$ cat config.mk
export PLATFORM = sky130hd
export DESIGN_NAME = eccp_steer
export DESIGN_NICKNAME = d
export VERILOG_FILES = /design/src/eccp_steer_pkg.sv /design/src/eccp_steer.sv
export VERILOG_INCLUDE_DIRS = /design/src
export SDC_FILE = /design/constraint.sdc
export NUM_CORES = 1
export LEC_CHECK = 0
export BUFFER_PORTS_ARGS = -buffer_cell sky130_fd_sc_hd__buf_2
export CAP_MARGIN = 20
export CELL_PAD_IN_SITES_DETAIL_PLACEMENT = 1
export CELL_PAD_IN_SITES_GLOBAL_PLACEMENT = 1
export CORE_AREA = 2 2 148 150
export DETAILED_ROUTE_END_ITERATION = 10
export DIE_AREA = 0 0 150 152
export PLACE_DENSITY_LB_ADDON = 0.1
export SLEW_MARGIN = 10
export SYNTH_ARGS = -nofsm -noshare
export SYNTH_HDL_FRONTEND = slang
export SYNTH_SLANG_ARGS = --single-unit
$ cat constraint.sdc
create_clock -name ref_clk -period 5.55 [get_ports ref_clk]
set_clock_uncertainty 0.2 [all_clocks]
set_input_delay 0.8325 -clock ref_clk [delete_from_list [all_inputs] [get_ports ref_clk]]
set_output_delay 0.8325 -clock ref_clk [all_outputs]
set_load 0.03 [all_outputs]
$ cat src/eccp_steer_cfg.svh
// register offsets, field positions and reset values for the pwm steering unit
// Functional notes
// - sync clear: steering applies right after write
// - sync set: steering applies at next period
// - steering only in single-output pwm mode
// - low mode bits pick pair polarity
// - period flag sets as each period begins
// - config 00 modulates every steered pin
// - config 01 forward: d modulated, a active
// - config 10 half-bridge a/b with dead-band
// - config 11 reverse: b modulated, c active
// - non-pwm modes: pin a capture/compare only
// - duty low bits extend duty-high to ten
// - mode 0000 resets unit; 0001/0011 reserved
// - capture falling, rising, 4th, 16th rising
// - mode 0010 toggles pin on match
// - 1000/1001 init pin, drive on match, flag
// - mode 1010 only raises match flag
// - 1011 special event resets timer, sets flag
// - reduced instances lack output configuration field
// - steer bit routes pwm; reset enables a
// - shutdown only touches pins the unit drives
`ifndef ECCP_STEER_CFG_SVH
`define ECCP_STEER_CFG_SVH

`define OFS_MODE_CTRL    6'h00
`define OFS_DUTY_HIGH    6'h04
`define OFS_STEER_CTRL   6'h08
`define OFS_SHUTDOWN     6'h0c
`define OFS_TIMEBASE     6'h10
`define OFS_RESTART_DB   6'h14
`define OFS_PERIOD       6'h18
`define OFS_CMP_VALUE    6'h1c
`define OFS_STATUS       6'h20
`define OFS_CAPTURE      6'h24
`define OFS_TIMER16      6'h28

`define RST_MODE_CTRL    8'h00
`define RST_STEER_CTRL   5'h01
`define RST_SHUTDOWN     8'h00
`define RST_TIMEBASE     8'h00
`define RST_RESTART_DB   8'h00
`define RST_PERIOD       8'hff

`define CFG_MSB          7
`define CFG_LSB          6
`define DLOW_MSB         5
`define DLOW_LSB         4
`define STEER_SYNC_BIT   4
`define ASE_BIT          7
`define SRC_MSB          6
`define SRC_LSB          4
`define RSEN_BIT         7
`define ST_PERIOD_BIT    0
`define ST_MATCH_BIT     1

`define CAP_DIV4         5'h03
`define CAP_DIV16        5'h0f
`endif

$ cat src/eccp_steer_pkg.sv
// types shared by the pwm steering unit and its bench
package eccp_steer_pkg;
  typedef enum logic [3:0] {
    MODE_OFF      = 4'b0000,
    MODE_RSV1     = 4'b0001,
    MODE_CMP_TGL  = 4'b0010,
    MODE_RSV3     = 4'b0011,
    MODE_CAP_FALL = 4'b0100,
    MODE_CAP_RISE = 4'b0101,
    MODE_CAP_4    = 4'b0110,
    MODE_CAP_16   = 4'b0111,
    MODE_CMP_SET  = 4'b1000,
    MODE_CMP_CLR  = 4'b1001,
    MODE_CMP_SW   = 4'b1010,
    MODE_CMP_SPEC = 4'b1011
  } ccp_mode_t;

  typedef enum logic [1:0] {
    CFG_SINGLE  = 2'b00,
    CFG_FB_FWD  = 2'b01,
    CFG_HALF    = 2'b10,
    CFG_FB_REV  = 2'b11
  } out_cfg_t;

  // the four unit pins: level driven and drive enable
  typedef struct packed {
    logic [3:0] level;
    logic [3:0] oe;
  } pin_bundle_t;

  // avalon-mm request from the master
  typedef struct packed {
    logic        read;
    logic        write;
    logic [5:0]  address;
    logic [31:0] writedata;
  } avmm_req_t;
endpackage : eccp_steer_pkg

$ cat src/eccp_steer.sv
// enhanced capture/compare/pwm unit with output configuration and pin steering
//
// The address map and the Avalon-MM slave port were left to the implementer.
`timescale 1ns/1ps
`include "eccp_steer_cfg.svh"
module eccp_steer #(
  parameter bit HAS_OUT_CFG = 1'b1,  // 0 on reduced instances
  parameter bit ADC_TRIGGER = 1'b0   // 1 on the unit that starts conversions
) (
  input  wire logic                       ref_clk,      // 25 MHz clock
  input  wire logic                       reset,        // async, active high
  input  wire eccp_steer_pkg::avmm_req_t  avm_req,      // avalon request
  output logic [31:0]                     avm_readdata, // registered read data
  output logic                            avm_waitrequest, // stall until answer
  input  wire logic                       cap_pin,      // pin a input level
  input  wire logic                       fault_in,     // shutdown source, high = fault
  input  wire logic                       adc_enable,   // converter is on
  output eccp_steer_pkg::pin_bundle_t     pins,         // pin a..d level and enable
  output logic                            adc_start,    // one-cycle conversion start
  output logic                            period_pulse  // one-cycle period start
);
  import eccp_steer_pkg::*;

  ////////////////////////////////////////////////////////////////////////////
  // registers
  logic [7:0]  mode_ctrl_r;
  logic [7:0]  duty_high_r;
  logic [4:0]  steer_wr_r;      // software copy of steering register
  logic [3:0]  steer_act_r;     // steering actually in use
  logic        steer_pend_r;
  logic [7:0]  shutdown_r;
  logic [7:0]  timebase_r;
  logic [7:0]  restart_db_r;
  logic [7:0]  period_r;
  logic [15:0] cmp_value_r;
  logic [1:0]  status_r;
  logic [15:0] capture_r;
  logic [15:0] timer16_r;
  logic        ack_r;

  logic        wr_en;
  logic        rd_en;
  logic [3:0]  mode;
  logic [1:0]  out_cfg;
  logic        pwm_mode;
  logic        period_start;
  logic        match_ev;
  logic        match_flag_ev;

  assign mode     = mode_ctrl_r[3:0];
  assign out_cfg  = HAS_OUT_CFG ? mode_ctrl_r[`CFG_MSB:`CFG_LSB] : 2'b00;
  assign pwm_mode = (mode[3:2] == 2'b11);

  function automatic logic sel(input logic [5:0] a, input logic [5:0] ofs);
    sel = (a == ofs);
  endfunction : sel

  ////////////////////////////////////////////////////////////////////////////
  // avalon slave: every access answers on the second edge
  assign avm_waitrequest = (avm_req.read | avm_req.write) & ~ack_r;
  assign wr_en = avm_req.write & ~ack_r;
  assign rd_en = avm_req.read & ~ack_r;

  always_ff @(posedge ref_clk or posedge reset) begin
    if (reset) begin
      ack_r <= 1'b0;
    end else begin
      ack_r <= (avm_req.read | avm_req.write) & ~ack_r;
    end
  end

  // read mux; unmapped offsets read as zero
  always_ff @(posedge ref_clk or posedge reset) begin
    if (reset) begin
      avm_readdata <= 32'h0000_0000;
    end else if (rd_en) begin
      case (avm_req.address)
        `OFS_MODE_CTRL:  avm_readdata <= {24'h000000, out_cfg, mode_ctrl_r[5:0]};
        `OFS_DUTY_HIGH:  avm_readdata <= {24'h000000, duty_high_r};
        `OFS_STEER_CTRL: avm_readdata <= {27'h0, steer_wr_r};
        `OFS_SHUTDOWN:   avm_readdata <= {24'h000000, shutdown_r};
        `OFS_TIMEBASE:   avm_readdata <= {24'h000000, timebase_r};
        `OFS_RESTART_DB: avm_readdata <= {24'h000000, restart_db_r};
        `OFS_PERIOD:     avm_readdata <= {24'h000000, period_r};
        `OFS_CMP_VALUE:  avm_readdata <= {16'h0000, cmp_value_r};
        `OFS_STATUS:     avm_readdata <= {30'h0, status_r};
        `OFS_CAPTURE:    avm_readdata <= {16'h0000, capture_r};
        `OFS_TIMER16:    avm_readdata <= {16'h0000, timer16_r};
        default:         avm_readdata <= 32'h0000_0000;
      endcase
    end
  end

  // plain control registers
  always_ff @(posedge ref_clk or posedge reset) begin
    if (reset) begin
      mode_ctrl_r  <= `RST_MODE_CTRL;
      duty_high_r  <= 8'h00;
      timebase_r   <= `RST_TIMEBASE;
      restart_db_r <= `RST_RESTART_DB;
      period_r     <= `RST_PERIOD;
      cmp_value_r  <= 16'h0000;
    end else if (wr_en) begin
      if (sel(avm_req.address, `OFS_MODE_CTRL)) mode_ctrl_r <= avm_req.writedata[7:0];
      if (sel(avm_req.address, `OFS_DUTY_HIGH)) duty_high_r <= avm_req.writedata[7:0];
      if (sel(avm_req.address, `OFS_TIMEBASE)) timebase_r <= avm_req.writedata[7:0];
      if (sel(avm_req.address, `OFS_RESTART_DB)) restart_db_r <= avm_req.writedata[7:0];
      if (sel(avm_req.address, `OFS_PERIOD)) period_r <= avm_req.writedata[7:0];
      if (sel(avm_req.address, `OFS_CMP_VALUE)) cmp_value_r <= avm_req.writedata[15:0];
    end
  end

  ////////////////////////////////////////////////////////////////////////////
  // steering: immediate or deferred to the next period start
  always_ff @(posedge ref_clk or posedge reset) begin
    if (reset) begin
      steer_wr_r   <= `RST_STEER_CTRL;   // only pin a enabled
      steer_act_r  <= 4'h1;
      steer_pend_r <= 1'b0;
    end else if (wr_en && sel(avm_req.address, `OFS_STEER_CTRL)) begin
      steer_wr_r <= avm_req.writedata[4:0];
      if (avm_req.writedata[`STEER_SYNC_BIT]) begin
        steer_pend_r <= 1'b1;
      end else begin
        steer_act_r  <= avm_req.writedata[3:0];
        steer_pend_r <= 1'b0;
      end
    end else if (steer_pend_r && period_start) begin
      steer_act_r  <= steer_wr_r[3:0];
      steer_pend_r <= 1'b0;
    end
  end

  ////////////////////////////////////////////////////////////////////////////
  // input synchronisers; only the second stage is read by logic
  logic [1:0] cap_sync_r;
  logic [1:0] flt_sync_r;
  logic       cap_prev_r;

  always_ff @(posedge ref_clk or posedge reset) begin
    if (reset) begin
      cap_sync_r <= 2'b00;
      flt_sync_r <= 2'b00;
      cap_prev_r <= 1'b0;
    end else begin
      cap_sync_r <= {cap_sync_r[0], cap_pin};
      flt_sync_r <= {flt_sync_r[0], fault_in};
      cap_prev_r <= cap_sync_r[1];
    end
  end

  ////////////////////////////////////////////////////////////////////////////
  // pwm time base: 10-bit count, top 8 bits compared with the period
  logic [9:0] pwm_cnt_r;
  logic [9:0] duty_lat_r;
  logic       pwm_raw;

  assign period_start = pwm_mode && (pwm_cnt_r == {period_r, 2'b11});
  assign period_pulse = period_start;

  always_ff @(posedge ref_clk or posedge reset) begin
    if (reset) begin
      pwm_cnt_r  <= 10'h000;
      duty_lat_r <= 10'h000;
    end else if (!pwm_mode) begin
      pwm_cnt_r  <= 10'h000;
    end else if (period_start) begin
      pwm_cnt_r  <= 10'h000;
      duty_lat_r <= {duty_high_r, mode_ctrl_r[`DLOW_MSB:`DLOW_LSB]};
    end else begin
      pwm_cnt_r  <= pwm_cnt_r + 10'h001;
    end
  end

  assign pwm_raw = pwm_mode && (pwm_cnt_r < duty_lat_r);

  ////////////////////////////////////////////////////////////////////////////
  // 16-bit timer, compare and capture
  logic [4:0] cap_pre_r;
  logic       cmp_out_r;
  logic [3:0] mode_prev_r;
  logic       rise;
  logic       fall;
  logic       cap_ev;

  assign rise     = cap_sync_r[1] & ~cap_prev_r;
  assign fall     = ~cap_sync_r[1] & cap_prev_r;
  assign match_ev = (mode == MODE_CMP_TGL || mode[3:2] == 2'b10) &&
                    (timer16_r == cmp_value_r);
  assign match_flag_ev = match_ev && (mode[3:2] == 2'b10);

  always_comb begin
    case (mode)
      MODE_CAP_FALL: cap_ev = fall;
      MODE_CAP_RISE: cap_ev = rise;
      MODE_CAP_4:    cap_ev = rise && ((cap_pre_r & `CAP_DIV4) == `CAP_DIV4);
      MODE_CAP_16:   cap_ev = rise && ((cap_pre_r & `CAP_DIV16) == `CAP_DIV16);
      default:       cap_ev = 1'b0;
    endcase
  end

  always_ff @(posedge ref_clk or posedge reset) begin
    if (reset) begin
      timer16_r <= 16'h0000;
    end else if (match_ev && mode == MODE_CMP_SPEC) begin
      timer16_r <= 16'h0000;
    end else begin
      timer16_r <= timer16_r + 16'h0001;
    end
  end

  always_ff @(posedge ref_clk or posedge reset) begin
    if (reset) begin
      cap_pre_r <= 5'h00;
      capture_r <= 16'h0000;
    end else if (mode[3:2] != 2'b01) begin
      cap_pre_r <= 5'h00;
    end else begin
      if (rise) cap_pre_r <= cap_pre_r + 5'h01;
      if (cap_ev) capture_r <= timer16_r;
    end
  end

  // compare pin level; re-initialised whenever the mode changes
  always_ff @(posedge ref_clk or posedge reset) begin
    if (reset) begin
      mode_prev_r <= 4'h0;
      cmp_out_r   <= 1'b0;
    end else begin
      mode_prev_r <= mode;
      if (mode != mode_prev_r) begin
        cmp_out_r <= (mode == MODE_CMP_CLR);
      end else if (match_ev) begin
        case (mode)
          MODE_CMP_TGL: cmp_out_r <= ~cmp_out_r;
          MODE_CMP_SET: cmp_out_r <= 1'b1;
          MODE_CMP_CLR: cmp_out_r <= 1'b0;
          default:      cmp_out_r <= cmp_out_r;
        endcase
      end
    end
  end

  always_ff @(posedge ref_clk or posedge reset) begin
    if (reset) begin
      adc_start <= 1'b0;
    end else begin
      adc_start <= ADC_TRIGGER && adc_enable && match_ev &&
                   (mode == MODE_CMP_SPEC);
    end
  end

  ////////////////////////////////////////////////////////////////////////////
  // status flags: write one to clear, a new event wins over the clear
  logic [1:0] st_clr;
  assign st_clr = (wr_en && sel(avm_req.address, `OFS_STATUS)) ?
                  avm_req.writedata[1:0] : 2'b00;

  always_ff @(posedge ref_clk or posedge reset) begin
    if (reset) begin
      status_r <= 2'b00;
    end else if (mode == MODE_OFF) begin
      status_r <= 2'b00;
    end else begin
      status_r[`ST_PERIOD_BIT] <= period_start |
        (status_r[`ST_PERIOD_BIT] & ~st_clr[`ST_PERIOD_BIT]);
      status_r[`ST_MATCH_BIT] <= match_flag_ev | cap_ev |
        (status_r[`ST_MATCH_BIT] & ~st_clr[`ST_MATCH_BIT]);
    end
  end

  ////////////////////////////////////////////////////////////////////////////
  // auto-shutdown status; hardware set wins over a software clear
  logic fault_act;
  assign fault_act = (shutdown_r[`SRC_MSB:`SRC_LSB] != 3'b000) && flt_sync_r[1];

  always_ff @(posedge ref_clk or posedge reset) begin
    if (reset) begin
      shutdown_r <= `RST_SHUTDOWN;
    end else begin
      if (wr_en && sel(avm_req.address, `OFS_SHUTDOWN)) begin
        shutdown_r <= avm_req.writedata[7:0];
      end
      if (fault_act) begin
        shutdown_r[`ASE_BIT] <= 1'b1;
      end else if (restart_db_r[`RSEN_BIT] && period_start) begin
        shutdown_r[`ASE_BIT] <= 1'b0;     // auto-restart on a period boundary
      end
    end
  end

  ////////////////////////////////////////////////////////////////////////////
  // dead-band for half-bridge: delay each inactive-to-active edge
  logic [6:0] db_cnt_r;
  logic       pwm_prev_r;

  always_ff @(posedge ref_clk or posedge reset) begin
    if (reset) begin
      db_cnt_r   <= 7'h00;
      pwm_prev_r <= 1'b0;
    end else begin
      pwm_prev_r <= pwm_raw;
      if (pwm_raw != pwm_prev_r) begin
        db_cnt_r <= restart_db_r[6:0];
      end else if (db_cnt_r != 7'h00) begin
        db_cnt_r <= db_cnt_r - 7'h01;
      end
    end
  end

  ////////////////////////////////////////////////////////////////////////////
  // pin steering and polarity
  logic [3:0]  act_lvl;    // active-high intent per pin
  logic [3:0]  drive;      // pins the unit owns
  logic [3:0]  active_low;
  logic [3:0]  lvl;
  logic [3:0]  oe;
  logic        db_ok;
  logic [1:0]  pss;
  integer      i;

  assign db_ok = (db_cnt_r == 7'h00) && (pwm_raw == pwm_prev_r);
  // pair a/c uses mode bit 1, pair b/d mode bit 0
  assign active_low = {mode[0], mode[1], mode[0], mode[1]};

  always_comb begin
    act_lvl = 4'h0;
    drive   = 4'h0;
    if (!pwm_mode) begin
      act_lvl = {3'b000, cmp_out_r};
      drive   = {3'b000, (mode == MODE_CMP_TGL || mode == MODE_CMP_SET ||
                          mode == MODE_CMP_CLR)};
    end else begin
      case (out_cfg)
        CFG_SINGLE: begin
          act_lvl = {4{pwm_raw}};
          drive   = steer_act_r;
        end
        CFG_FB_FWD: begin
          act_lvl = {pwm_raw, 2'b00, 1'b1};
          drive   = 4'hf;
        end
        CFG_HALF: begin
          act_lvl = {2'b00, ~pwm_raw & db_ok, pwm_raw & db_ok};
          drive   = 4'h3;
        end
        default: begin
          act_lvl = {1'b0, 1'b1, pwm_raw, 1'b0};
          drive   = 4'hf;
        end
      endcase
    end
    lvl = 4'h0;
    oe  = 4'h0;
    for (i = 0; i < 4; i = i + 1) begin
      lvl[i] = pwm_mode ? (act_lvl[i] ^ active_low[i]) : act_lvl[i];
      oe[i]  = drive[i];
      if (pwm_mode && shutdown_r[`ASE_BIT] && drive[i]) begin
        pss    = (i == 0 || i == 2) ? shutdown_r[3:2] : shutdown_r[1:0];
        lvl[i] = pss[0];
        oe[i]  = ~pss[1];
      end else begin
        pss = 2'b00;
      end
    end
  end

  // pin outputs come from flip-flops
  always_ff @(posedge ref_clk or posedge reset) begin
    if (reset) begin
      pins <= '0;
    end else begin
      pins.level <= lvl;
      pins.oe    <= oe;
    end
  end
endmodule : eccp_steer

==> impl_metrics.toml, run 1 <==
[worst_hold_path]
hp-start = "flt_sync_r[0]"
hold_class = "flip-flop to flip-flop"
holdPathStages = 0

[detailed_routing]
drtIter0Drc = 375
routed_wl_um = 22500
drc_errors = 0
firstDrtPassIters = 5
vias = 5804
final_antenna_net_count = 0
viasPerCell = 5.42
wl_per_cell_um = 21.0

[timing]
setup_viol = 0
max_slew_margin_pct = 36.1
worst_slew_pin_slew_ps = 959
rsz0062_at_grt = "false"
period_minus_slack_ps = 3220
hold_violations = 0
final.period_utilization_pct = 58.1
setup_tns_ps = 0
max_freq_mhz = 310
drv_slew = 0

[pwr]
power.density_nw_per_um2 = 318
totalPowerFinal_w = 0.00300
p_leak_nw = 4.37
irDropWorstVdd_v = 0.000214

[floorplan]
fp.coreArea_um2 = 21400
io_pins = 88
rows = 54
dieArea_um2 = 22800
die_h_um = 152
die_w_um = 150
start_util_pct = 39.2

[finish]
postLayoutCoreUtil_pct = 44.1
nNetsFinal = 835
stdcell_area_um2 = 9420
layout_common_cells = "dfrtp_1, mux2_2, buf_2"
synthToLayoutAreaGrowth_pct = 12.6
n_fill_cell = 2348
final_layout_size_suffix_gt1_share_pct = 26.8
final_common_cell = "dfrtp_1"
num_antenna_cells = 0

[synth]
ys_seq_elements = 175
ys_types = 54
yosys-top-cells-area = "dfrtp_1, mux2_2, xnor2_1"
ys_warn_count = 0
syn_inst = 733
synth.avg_cell_area_um2 = 11.4
synth-seq-area-share_pct = 52.5
synth.largest_area_cell = "dfrtp_1"
synth_top_area_share_pct = 49.3
syn_area_um2 = 8370
synth_edf_count = 0
postSynth.asyncResetShare_pct = 100
synth-main-ff-cell = "dfrtp_1"

[placed_design]
io_buffer_count = 53
gp_congestion = 0.807
placedInstanceArea_um2 = 8840
dp_hpwl_um = 16100

[critical_path]
endpoint = "period_pulse"
worstReg2RegEnd = "steer_act_r[3]"
startpoint = "mode_ctrl_r[3]"
critical_path_peak_fanout = 14
r2r_start = "mode_ctrl_r[3]"
worstPathRequired_ps = 4520
arrival_ps = 2190
crit_path_end_kind = "output port"
r2r_cells = 6
r2r_slack_ps = 2570
crit_type = "flip-flop to output port"
start_kind = "flip-flop"

[cts]
cts_sinks = 175
cts_post_setup_buffers_inserted = 0
clk_latency_ps = 430
post_cts_resized = 0
htreeDepth = 4
numCtsBuffers = 17
cts.clk_slew.worst_paths_ps = 70
holdBufCountCts = 0
cts_tree = "built"
clk_path_buf_depth = 2
cts_root_buffer = "clkbuf_16"

[global_route]
grt_antenna_before_repair = 0
grt_max_degree = 176
track_usage_pct = 20.5
grt_pass1_vias = 6316
grt_pass1_wl_um = 35700
grt-ovfl-total = 0

[run_status]
status = "complete, no violations"

[run]
drv_cap = 0
==> power by group <==
group          switching (W)  internal (W)
clock network       0.000528      0.000652
logic               0.000180      0.000158
registers           0.000103       0.00138
==> layout make-up <==
type                            instances  area, um^2  area share (%)
Clock buffer                           19         453            4.81
Clock inverter                         13         130            1.38
Inverter                               17        67.6           0.717
Multi-Input combinational cell        506        3700            39.3
Sequential cell                       175        4390            46.6
Tap cell                              280         350            3.72
Timing Repair Buffer                   60         330            3.51
==> Yosys cell counts, types with 10 or more instances <==
cell type / instances
a222oi_1: 13
o21ai_0: 26
xor2_1: 30
nand3_1: 22
nor2_1: 50
dfstp_2: 10
a22oi_1: 14
inv_1: 17
xnor2_1: 31
buf_4: 20
nand2_1: 49
a21oi_1: 24
mux2_2: 94
dfrtp_1: 165
clkbuf_1: 21
ha_1: 13
a221oi_1: 10
==> routing by layer <==
| metal | share of wire, % | vias up | GRT usage (%) |
|---|---|---|---|
| li1 | - | 2663 | - |
| met1 | 48 | 3020 | 29.0 |
| met2 | 48 | 102 | 32.9 |
| met3 | 3.1 | 19 | 3.78 |
| met4 | 0.94 | 0 | 4.76 |
| met5 | 0 | - | 0 |
==> through the flow <==
step	hold WS [ps]	std cells	setup WS (ps)
2_1_floorplan	131	749	2290
3_3_place_gp	135	1037	1930
3_5_place_dp	139	1038	1910
4_1_cts	155	1070	2300
5_1_grt	174	1070	2180
6_report	152	1070	2330
==> kinds of logic (layout without fill, tap and decap cells) <==
family          Yosys count  after routing  share of synthesized area (%)
fa+ha+maj                13             13                           1.94
mux                      99             99                           13.2
simple gates            195            195                           11.8
flops                   175            175                           52.5
buf+inv                  68            109                           4.08
xor+xnor                 61             61                           6.38
other cells               1             17                         0.0448
compound gates          121            121                           10.0
==> worst min-delay path by stage <==
stage | end | slack [ps]
5_1_grt | flt_sync_r[1] | 170
2_1_floorplan | cap_sync_r[1] | 130
6_report | flt_sync_r[1] | 150
3_3_place_gp | flt_sync_r[1] | 140
4_1_cts | flt_sync_r[1] | 160
3_5_place_dp | flt_sync_r[1] | 140
==> state kept, by name (all words and copies together), names as in the netlist, 2 cells and up <==
signal / cells
period_r: 8
db_cnt_r: 7
shutdown_r: 8
timer16_r: 16
cap_pre_r: 4
mode_prev_r: 4
steer_wr_r: 5
flt_sync_r: 2
pins: 8
pwm_cnt_r: 10
avm_readdata: 16
status_r: 2
mode_ctrl_r: 8
steer_act_r: 4
cap_sync_r: 2
timebase_r: 8
duty_high_r: 8
restart_db_r: 8
cmp_value_r: 16
capture_r: 16
duty_lat_r: 10
==> worst max-delay path, stage by stage (launching register included) <==
cell and delay, ps:
dfrtp_1 630, and2_1 480, nand3_1 200, nor3_1 220, buf_2 240
Note: power is estimated with default switching activity, not from simulation.
==> run 2: changes to the inputs <==
--- a/config.mk
+++ b/config.mk
@@ -6,13 +6,14 @@
 export SDC_FILE = /design/constraint.sdc
 export NUM_CORES = 1
 export LEC_CHECK = 0
+export ABC_AREA = 1
 export BUFFER_PORTS_ARGS = -buffer_cell sky130_fd_sc_hd__buf_2
 export CAP_MARGIN = 20
 export CELL_PAD_IN_SITES_DETAIL_PLACEMENT = 1
 export CELL_PAD_IN_SITES_GLOBAL_PLACEMENT = 1
-export CORE_AREA = 2 2 148 150
+export CORE_AREA = 2 2 151 153
 export DETAILED_ROUTE_END_ITERATION = 10
-export DIE_AREA = 0 0 150 152
+export DIE_AREA = 0 0 153 155
 export PLACE_DENSITY_LB_ADDON = 0.1
 export SLEW_MARGIN = 10
 export SYNTH_ARGS = -nofsm -noshare
==> constraint.sdc (replaced) <==
create_clock -name ref_clk -period 3 [get_ports ref_clk]
set_clock_uncertainty 0.2 [all_clocks]
set_input_delay 0.45 -clock ref_clk [delete_from_list [all_inputs] [get_ports ref_clk]]
set_output_delay 0.45 -clock ref_clk [all_outputs]
set_load 0.03 [all_outputs]
==> run 2 against run 1 <==
Compared with the run above: routed wire length is 12% higher; clock power is 92% higher; non-clock buffer count up 9; power is 94% higher; synthesized cell count rose by 40%; first-iteration DRC count grew 9.3%; final cell count up 30%; sequential cell count unchanged; global-route usage is 1.4 points higher; clock-buffer cell count is the same; area after synthesis is 4.6% higher; sequential power rose by 86%; highest routed layer unchanged.
==> impl_metrics.toml, run 2 <==
[cts]
cts_root_buffer = "clkbuf_16"
clk_latency_ps = 430
cts_tree = "built"
cts_sinks = 175
cts.clk_slew.worst_paths_ps = 70
clk_path_buf_depth = 2
htreeDepth = 4
numCtsBuffers = 17

[floorplan]
fp.coreArea_um2 = 22200
io_pins = 88
rows = 55
start_util_pct = 39.4
die_h_um = 155
dieArea_um2 = 23700
die_w_um = 153

[detailed_routing]
routed_wl_um = 25200
viasPerCell = 5.09
firstDrtPassIters = 4
final_antenna_net_count = 0
vias = 7071
drc_errors = 0
wl_per_cell_um = 18.2
drtIter0Drc = 410

[synth]
yosys-top-cells-area = "dfrtp_1, nand2_1, o21ai_0"
synth_top_family_by_area = "simple AND/OR/NAND/NOR gates"
synth-seq-area-share_pct = 50.2
synthTopCellsByCount = "nand2_1, dfrtp_1, inv_1, o21ai_0, nor2_1"
syn_area_um2 = 8750
synth_top_area_share_pct = 47.2
synth_mux_area_share_pct = 0.901
synth-main-ff-cell = "dfrtp_1"
postSynth.asyncResetShare_pct = 100
syn_inst = 1026
ys_types = 51
ys_seq_elements = 175
synth_edf_count = 0
synthSimpleGateAreaFrac_pct = 21.8
synth_most_common_cell = "nand2_1"
synth.largest_area_cell = "dfrtp_1"
synth_xor_area_share_pct = 3.60
synth.avg_cell_area_um2 = 8.53
synthAdderAreaFrac_pct = 1.86
ys_warn_count = 0
synth_compound_area_share_pct = 13.5

[finish]
stdcell_area_um2 = 9930
final_layout_size_suffix_gt1_share_pct = 15.0
final_cell_count_no_fill = 1389
layout_common_cells = "nand2_1, dfrtp_1, inv_1, o21ai_0, nor2_1"
num_antenna_cells = 0
postLayoutCoreUtil_pct = 44.7
nNetsFinal = 1149
synthToLayoutAreaGrowth_pct = 13.5
final_common_cell = "nand2_1"

[placed_design]
io_buffer_count = 53
dp.cells = 1354
gp_congestion = 0.814
placedInstanceArea_um2 = 9320
dp_hpwl_um = 18600

[critical_path]
critical_path.most_common_cell = "nand2_1"
crit_path_top_delay_cell = "dfrtp_1"
worstPathRequired_ps = 2350
critPathMaxStageDelay_ps = 560
crit_path_end_kind = "output port"
cp.buffers_inverters = 3
start_kind = "flip-flop"
cpLargestDelayFamily = "flip-flops"
arrival_ps = 2040
crit_type = "flip-flop to output port"
critical_path_peak_fanout = 7
path_cells = "nand2_4 -> clkinv_4 -> nand2_1 -> nor3_1 -> o2111a_1 -> nand2_1 -> inv_1 -> buf_2"

[pwr]
p_leak_nw = 4.68
irDropWorstVdd_v = 0.000264
power.density_nw_per_um2 = 587

[timing]
setup_tns_ps = 0
rsz0062_at_grt = "false"
period_minus_slack_ps = 2690
worst_slew_pin_slew_ps = 687
setup_viol = 0
final.period_utilization_pct = 89.5
holdWs_ps = 42.9
max_freq_mhz = 372
hold_violations = 0
drv_slew = 0
max_slew_margin_pct = 54.2

[global_route]
grt_pass1_wl_um = 40800
grt_antenna_before_repair = 0
grt_max_degree = 109
grt-ovfl-total = 0
grt_pass1_vias = 7263
track_usage_pct = 22.0

[run]
drv_cap = 0

[worst_hold_path]
hold_class = "input pin to flip-flop"

[run_status]
status = "complete, no violations"
## run 2: layout make-up
type | instances | area [um^2]
tap | 285 | 357
inverter | 121 | 465
clock inverter | 13 | 154
timing repair buffer | 69 | 418
multi-input combinational | 707 | 3710
fill | 2655 | 12300
sequential | 175 | 4390
clock buffer | 19 | 433
## run 2: cells by family after synthesis
kind of cell / after synthesis
other cells: 1
mux: 7
compound gates: 206
fa+ha+maj: 13
buf+inv: 160
simple gates: 428
flops: 175
xor+xnor: 36
## run 2: layer usage
layer	vias up	share of wire (%)	global-route usage, %
met5	-	0	0
met4	0	1.1	4.63
met3	16	2.8	3.40
met2	98	47	36.0
met1	3499	49	31.1
li1	3458	-	-
## run 2: final timing paths
| kind | to | cells past startpoint | slack, ps | start |
|---|---|---|---|---|
| worst max-delay path | period_pulse | 8 | 310 | mode_ctrl_r[3] |
| worst min-delay path | cmp_value_r[14] | 2 | 40 | avm_req[14] |
| worst max register to register | steer_act_r[1] | 9 | 620 | mode_ctrl_r[3] |
| worst min register to register | flt_sync_r[1] | 0 | 150 | flt_sync_r[0] |
| max in group asynchronous | restart_db_r[0] | 4 | 1520 | reset |
| min in group asynchronous | pins[2] | 4 | 490 | reset |
## run 2: power breakdown
part / internal [W] / switching [W]
Sequential: 0.00258 / 0.000169
Combinational: 0.000293 / 0.000511
Clock: 0.00125 / 0.00102
Total: 0.00413 / 0.00170
## run 2: metrics by stage
stage	power (W)	setup slack [ps]
after floorplan	0.00336	120
after global placement	0.00358	630
after detailed placement	0.00361	596
after CTS	0.00591	293
after global routing	0.00611	151
final	0.00583	315
## run 2: repair_timing
action	in CTS	in global routing
gates resized for setup	0	0
endpoints found under the hold margin	67	0
hold buffers	3	0
setup buffers	0	0
==> run 3: changes to the inputs <==
--- a/config.mk
+++ b/config.mk
@@ -14,6 +14,7 @@
 export CORE_AREA = 2 2 151 153
 export DETAILED_ROUTE_END_ITERATION = 10
 export DIE_AREA = 0 0 153 155
+export HOLD_SLACK_MARGIN = 0.08
 export PLACE_DENSITY_LB_ADDON = 0.1
 export SLEW_MARGIN = 10
 export SYNTH_ARGS = -nofsm -noshare
==> constraint.sdc (replaced) <==
create_clock -name ref_clk -period 3 [get_ports ref_clk]
set_clock_uncertainty 0.2 [all_clocks]
set_input_delay 0.3 -clock ref_clk [delete_from_list [all_inputs] [get_ports ref_clk]]
set_output_delay 0.3 -clock ref_clk [all_outputs]
set_load 0.03 [all_outputs]
==> run 3 against run 2 <==
Compared with the run above: non-clock buffer count rose by 13; clock-buffer cell count unchanged; fmax rose by 1.7%; sequential cell count unchanged; largest cell class unchanged.
==> impl_metrics.toml, run 3 (synthesized netlist as in run 2, its figures left out) <==
[finish]
synthToLayoutAreaGrowth_pct = 15.2
stdcell_area_um2 = 10100
final_layout_size_suffix_gt1_share_pct = 14.7
layout_common_cells = "nand2_1, dfrtp_1, inv_1, o21ai_0, nor2_1"
num_antenna_cells = 0
final_common_cell = "nand2_1"
nNetsFinal = 1162

[placed_design]
placedInstanceArea_um2 = 9310
gp_congestion = 0.842
dp_hpwl_um = 18600
io_buffer_count = 53

[run]
drv_cap = 0

[cts]
htreeDepth = 4
numCtsBuffers = 17
cts_sinks = 175
clk_path_buf_depth = 2
cts_root_buffer = "clkbuf_16"
cts_post_setup_buffers_inserted = 0
post_cts_resized = 0
holdBufCountCts = 18
cts_tree = "built"
cts.clk_slew.worst_paths_ps = 70
clk_latency_ps = 440

[critical_path]
worstPathRequired_ps = 2500
r2r_slack_ps = 550
critPathMaxStageDelay_ps = 560
critical_path_peak_fanout = 7
arrival_ps = 2140
crit_path_end_kind = "output port"
critical_path.most_common_cell = "nand2_1"
crit_path_top_delay_cell = "dfrtp_1"
crit_type = "flip-flop to output port"
worstReg2RegEnd = "steer_act_r[3]"
r2r_start = "mode_ctrl_r[3]"
r2r_cells = 9
path_cells = "nand2_4 -> clkinv_4 -> nand2_1 -> nor3_1 -> o2111a_1 -> nand2_1 -> inv_1 -> buf_2"
start_kind = "flip-flop"

[pwr]
switching_share_pct = 29.1
p_leak_nw = 4.73
power_frac_clock_pct = 38.8
totalPowerFinal_w = 0.00583
irDropWorstVdd_v = 0.000318
p_int_w = 0.00414
seqPwrFrac_pct = 47.2
power.density_nw_per_um2 = 579
p_comb_share_pct = 14.0
p_sw_w = 0.00170

[detailed_routing]
drtIter0Drc = 386
vias = 7191
drc_errors = 0
final_antenna_net_count = 0
firstDrtPassIters = 4
wl_per_cell_um = 18.0
routed_wl_um = 25200
viasPerCell = 5.13

[global_route]
grt-ovfl-total = 0
track_usage_pct = 22.3
grt_antenna_before_repair = 0
grt_max_degree = 53
grt_pass1_wl_um = 41200
grt_pass1_vias = 7320

[timing]
rsz0062_at_grt = "false"
period_minus_slack_ps = 2640
max_slew_margin_pct = 48.9
holdWs_ps = 103
setup_viol = 0
final.period_utilization_pct = 88.0
drv_slew = 0
worst_slew_pin_slew_ps = 764
setup_tns_ps = 0
hold_violations = 0
max_freq_mhz = 379

[run_status]
status = "complete, no violations"

[floorplan]
start_util_pct = 39.4
die_h_um = 155
dieArea_um2 = 23700
rows = 55
die_w_um = 153
fp.coreArea_um2 = 22200
io_pins = 88

[worst_hold_path]
hp-start = "avm_req[5]"
hold_class = "input pin to flip-flop"
hold_path_end = "restart_db_r[5]"
holdPathStages = 3
## run 3: changes by cell type in the layout (fill, tap and decap cells not counted), sizes merged
cell / delta
inv: -1
dlygate4sd3: +15
clkinvlp: -1
buf: -2
clkinv: +2
## run 3: metal layers
layer,track usage [%],routed length (um),vias up
met1,31.4,12200,3595
li1,-,-,3478
met5,0,0,-
met3,4.07,791,22
met2,35.9,11900,96
met4,5.56,374,0
## run 3: worst max path at each step
stage               slack [ps]      startpoint               to  cells past startpoint
global placement           580     avm_req[36]  cmp_value_r[11]                      7
global route               190  mode_ctrl_r[3]     period_pulse                      8
detailed placement         570     avm_req[36]  cmp_value_r[11]                      7
floorplan                  270           reset            ack_r                      1
finish                     360  mode_ctrl_r[3]     period_pulse                      8
CTS                        340  mode_ctrl_r[3]     period_pulse                      8
## run 3: layout make-up
cell class	instances	area [um^2]
Sequential cell	175	4390
Tap cell	285	357
Inverter	121	465
Clock inverter	13	153
Clock buffer	19	433
Timing Repair Buffer	82	566
Multi-Input combinational cell	707	3710
Fill cell	2639	12100
## run 3: through the flow
stage               utilization, %  std cells  setup WS [ps]
global placement              41.9       1352            575
floorplan                        -       1042            270
finish                        45.3       1402            359
CTS                           45.3       1402            338
detailed placement            41.9       1352            571
global route                  45.3       1402            191
## run 3: power by group through the flow
stage                     combinational, W  clock (W)  sequential [W]
after CTS                         0.000830    0.00231         0.00275
after floorplan                   0.000585          0         0.00277
after detailed placement          0.000806          0         0.00279
after global routing              0.000938    0.00240         0.00278
after global placement            0.000786          0         0.00279
final                             0.000817    0.00227         0.00275
## run 3: critical path, delay by kind of cell, from the launching register on
family          cells  cell delay (ps)
simple gates        4              520
compound gates      1              210
buf+inv             3              400
flops               1              560
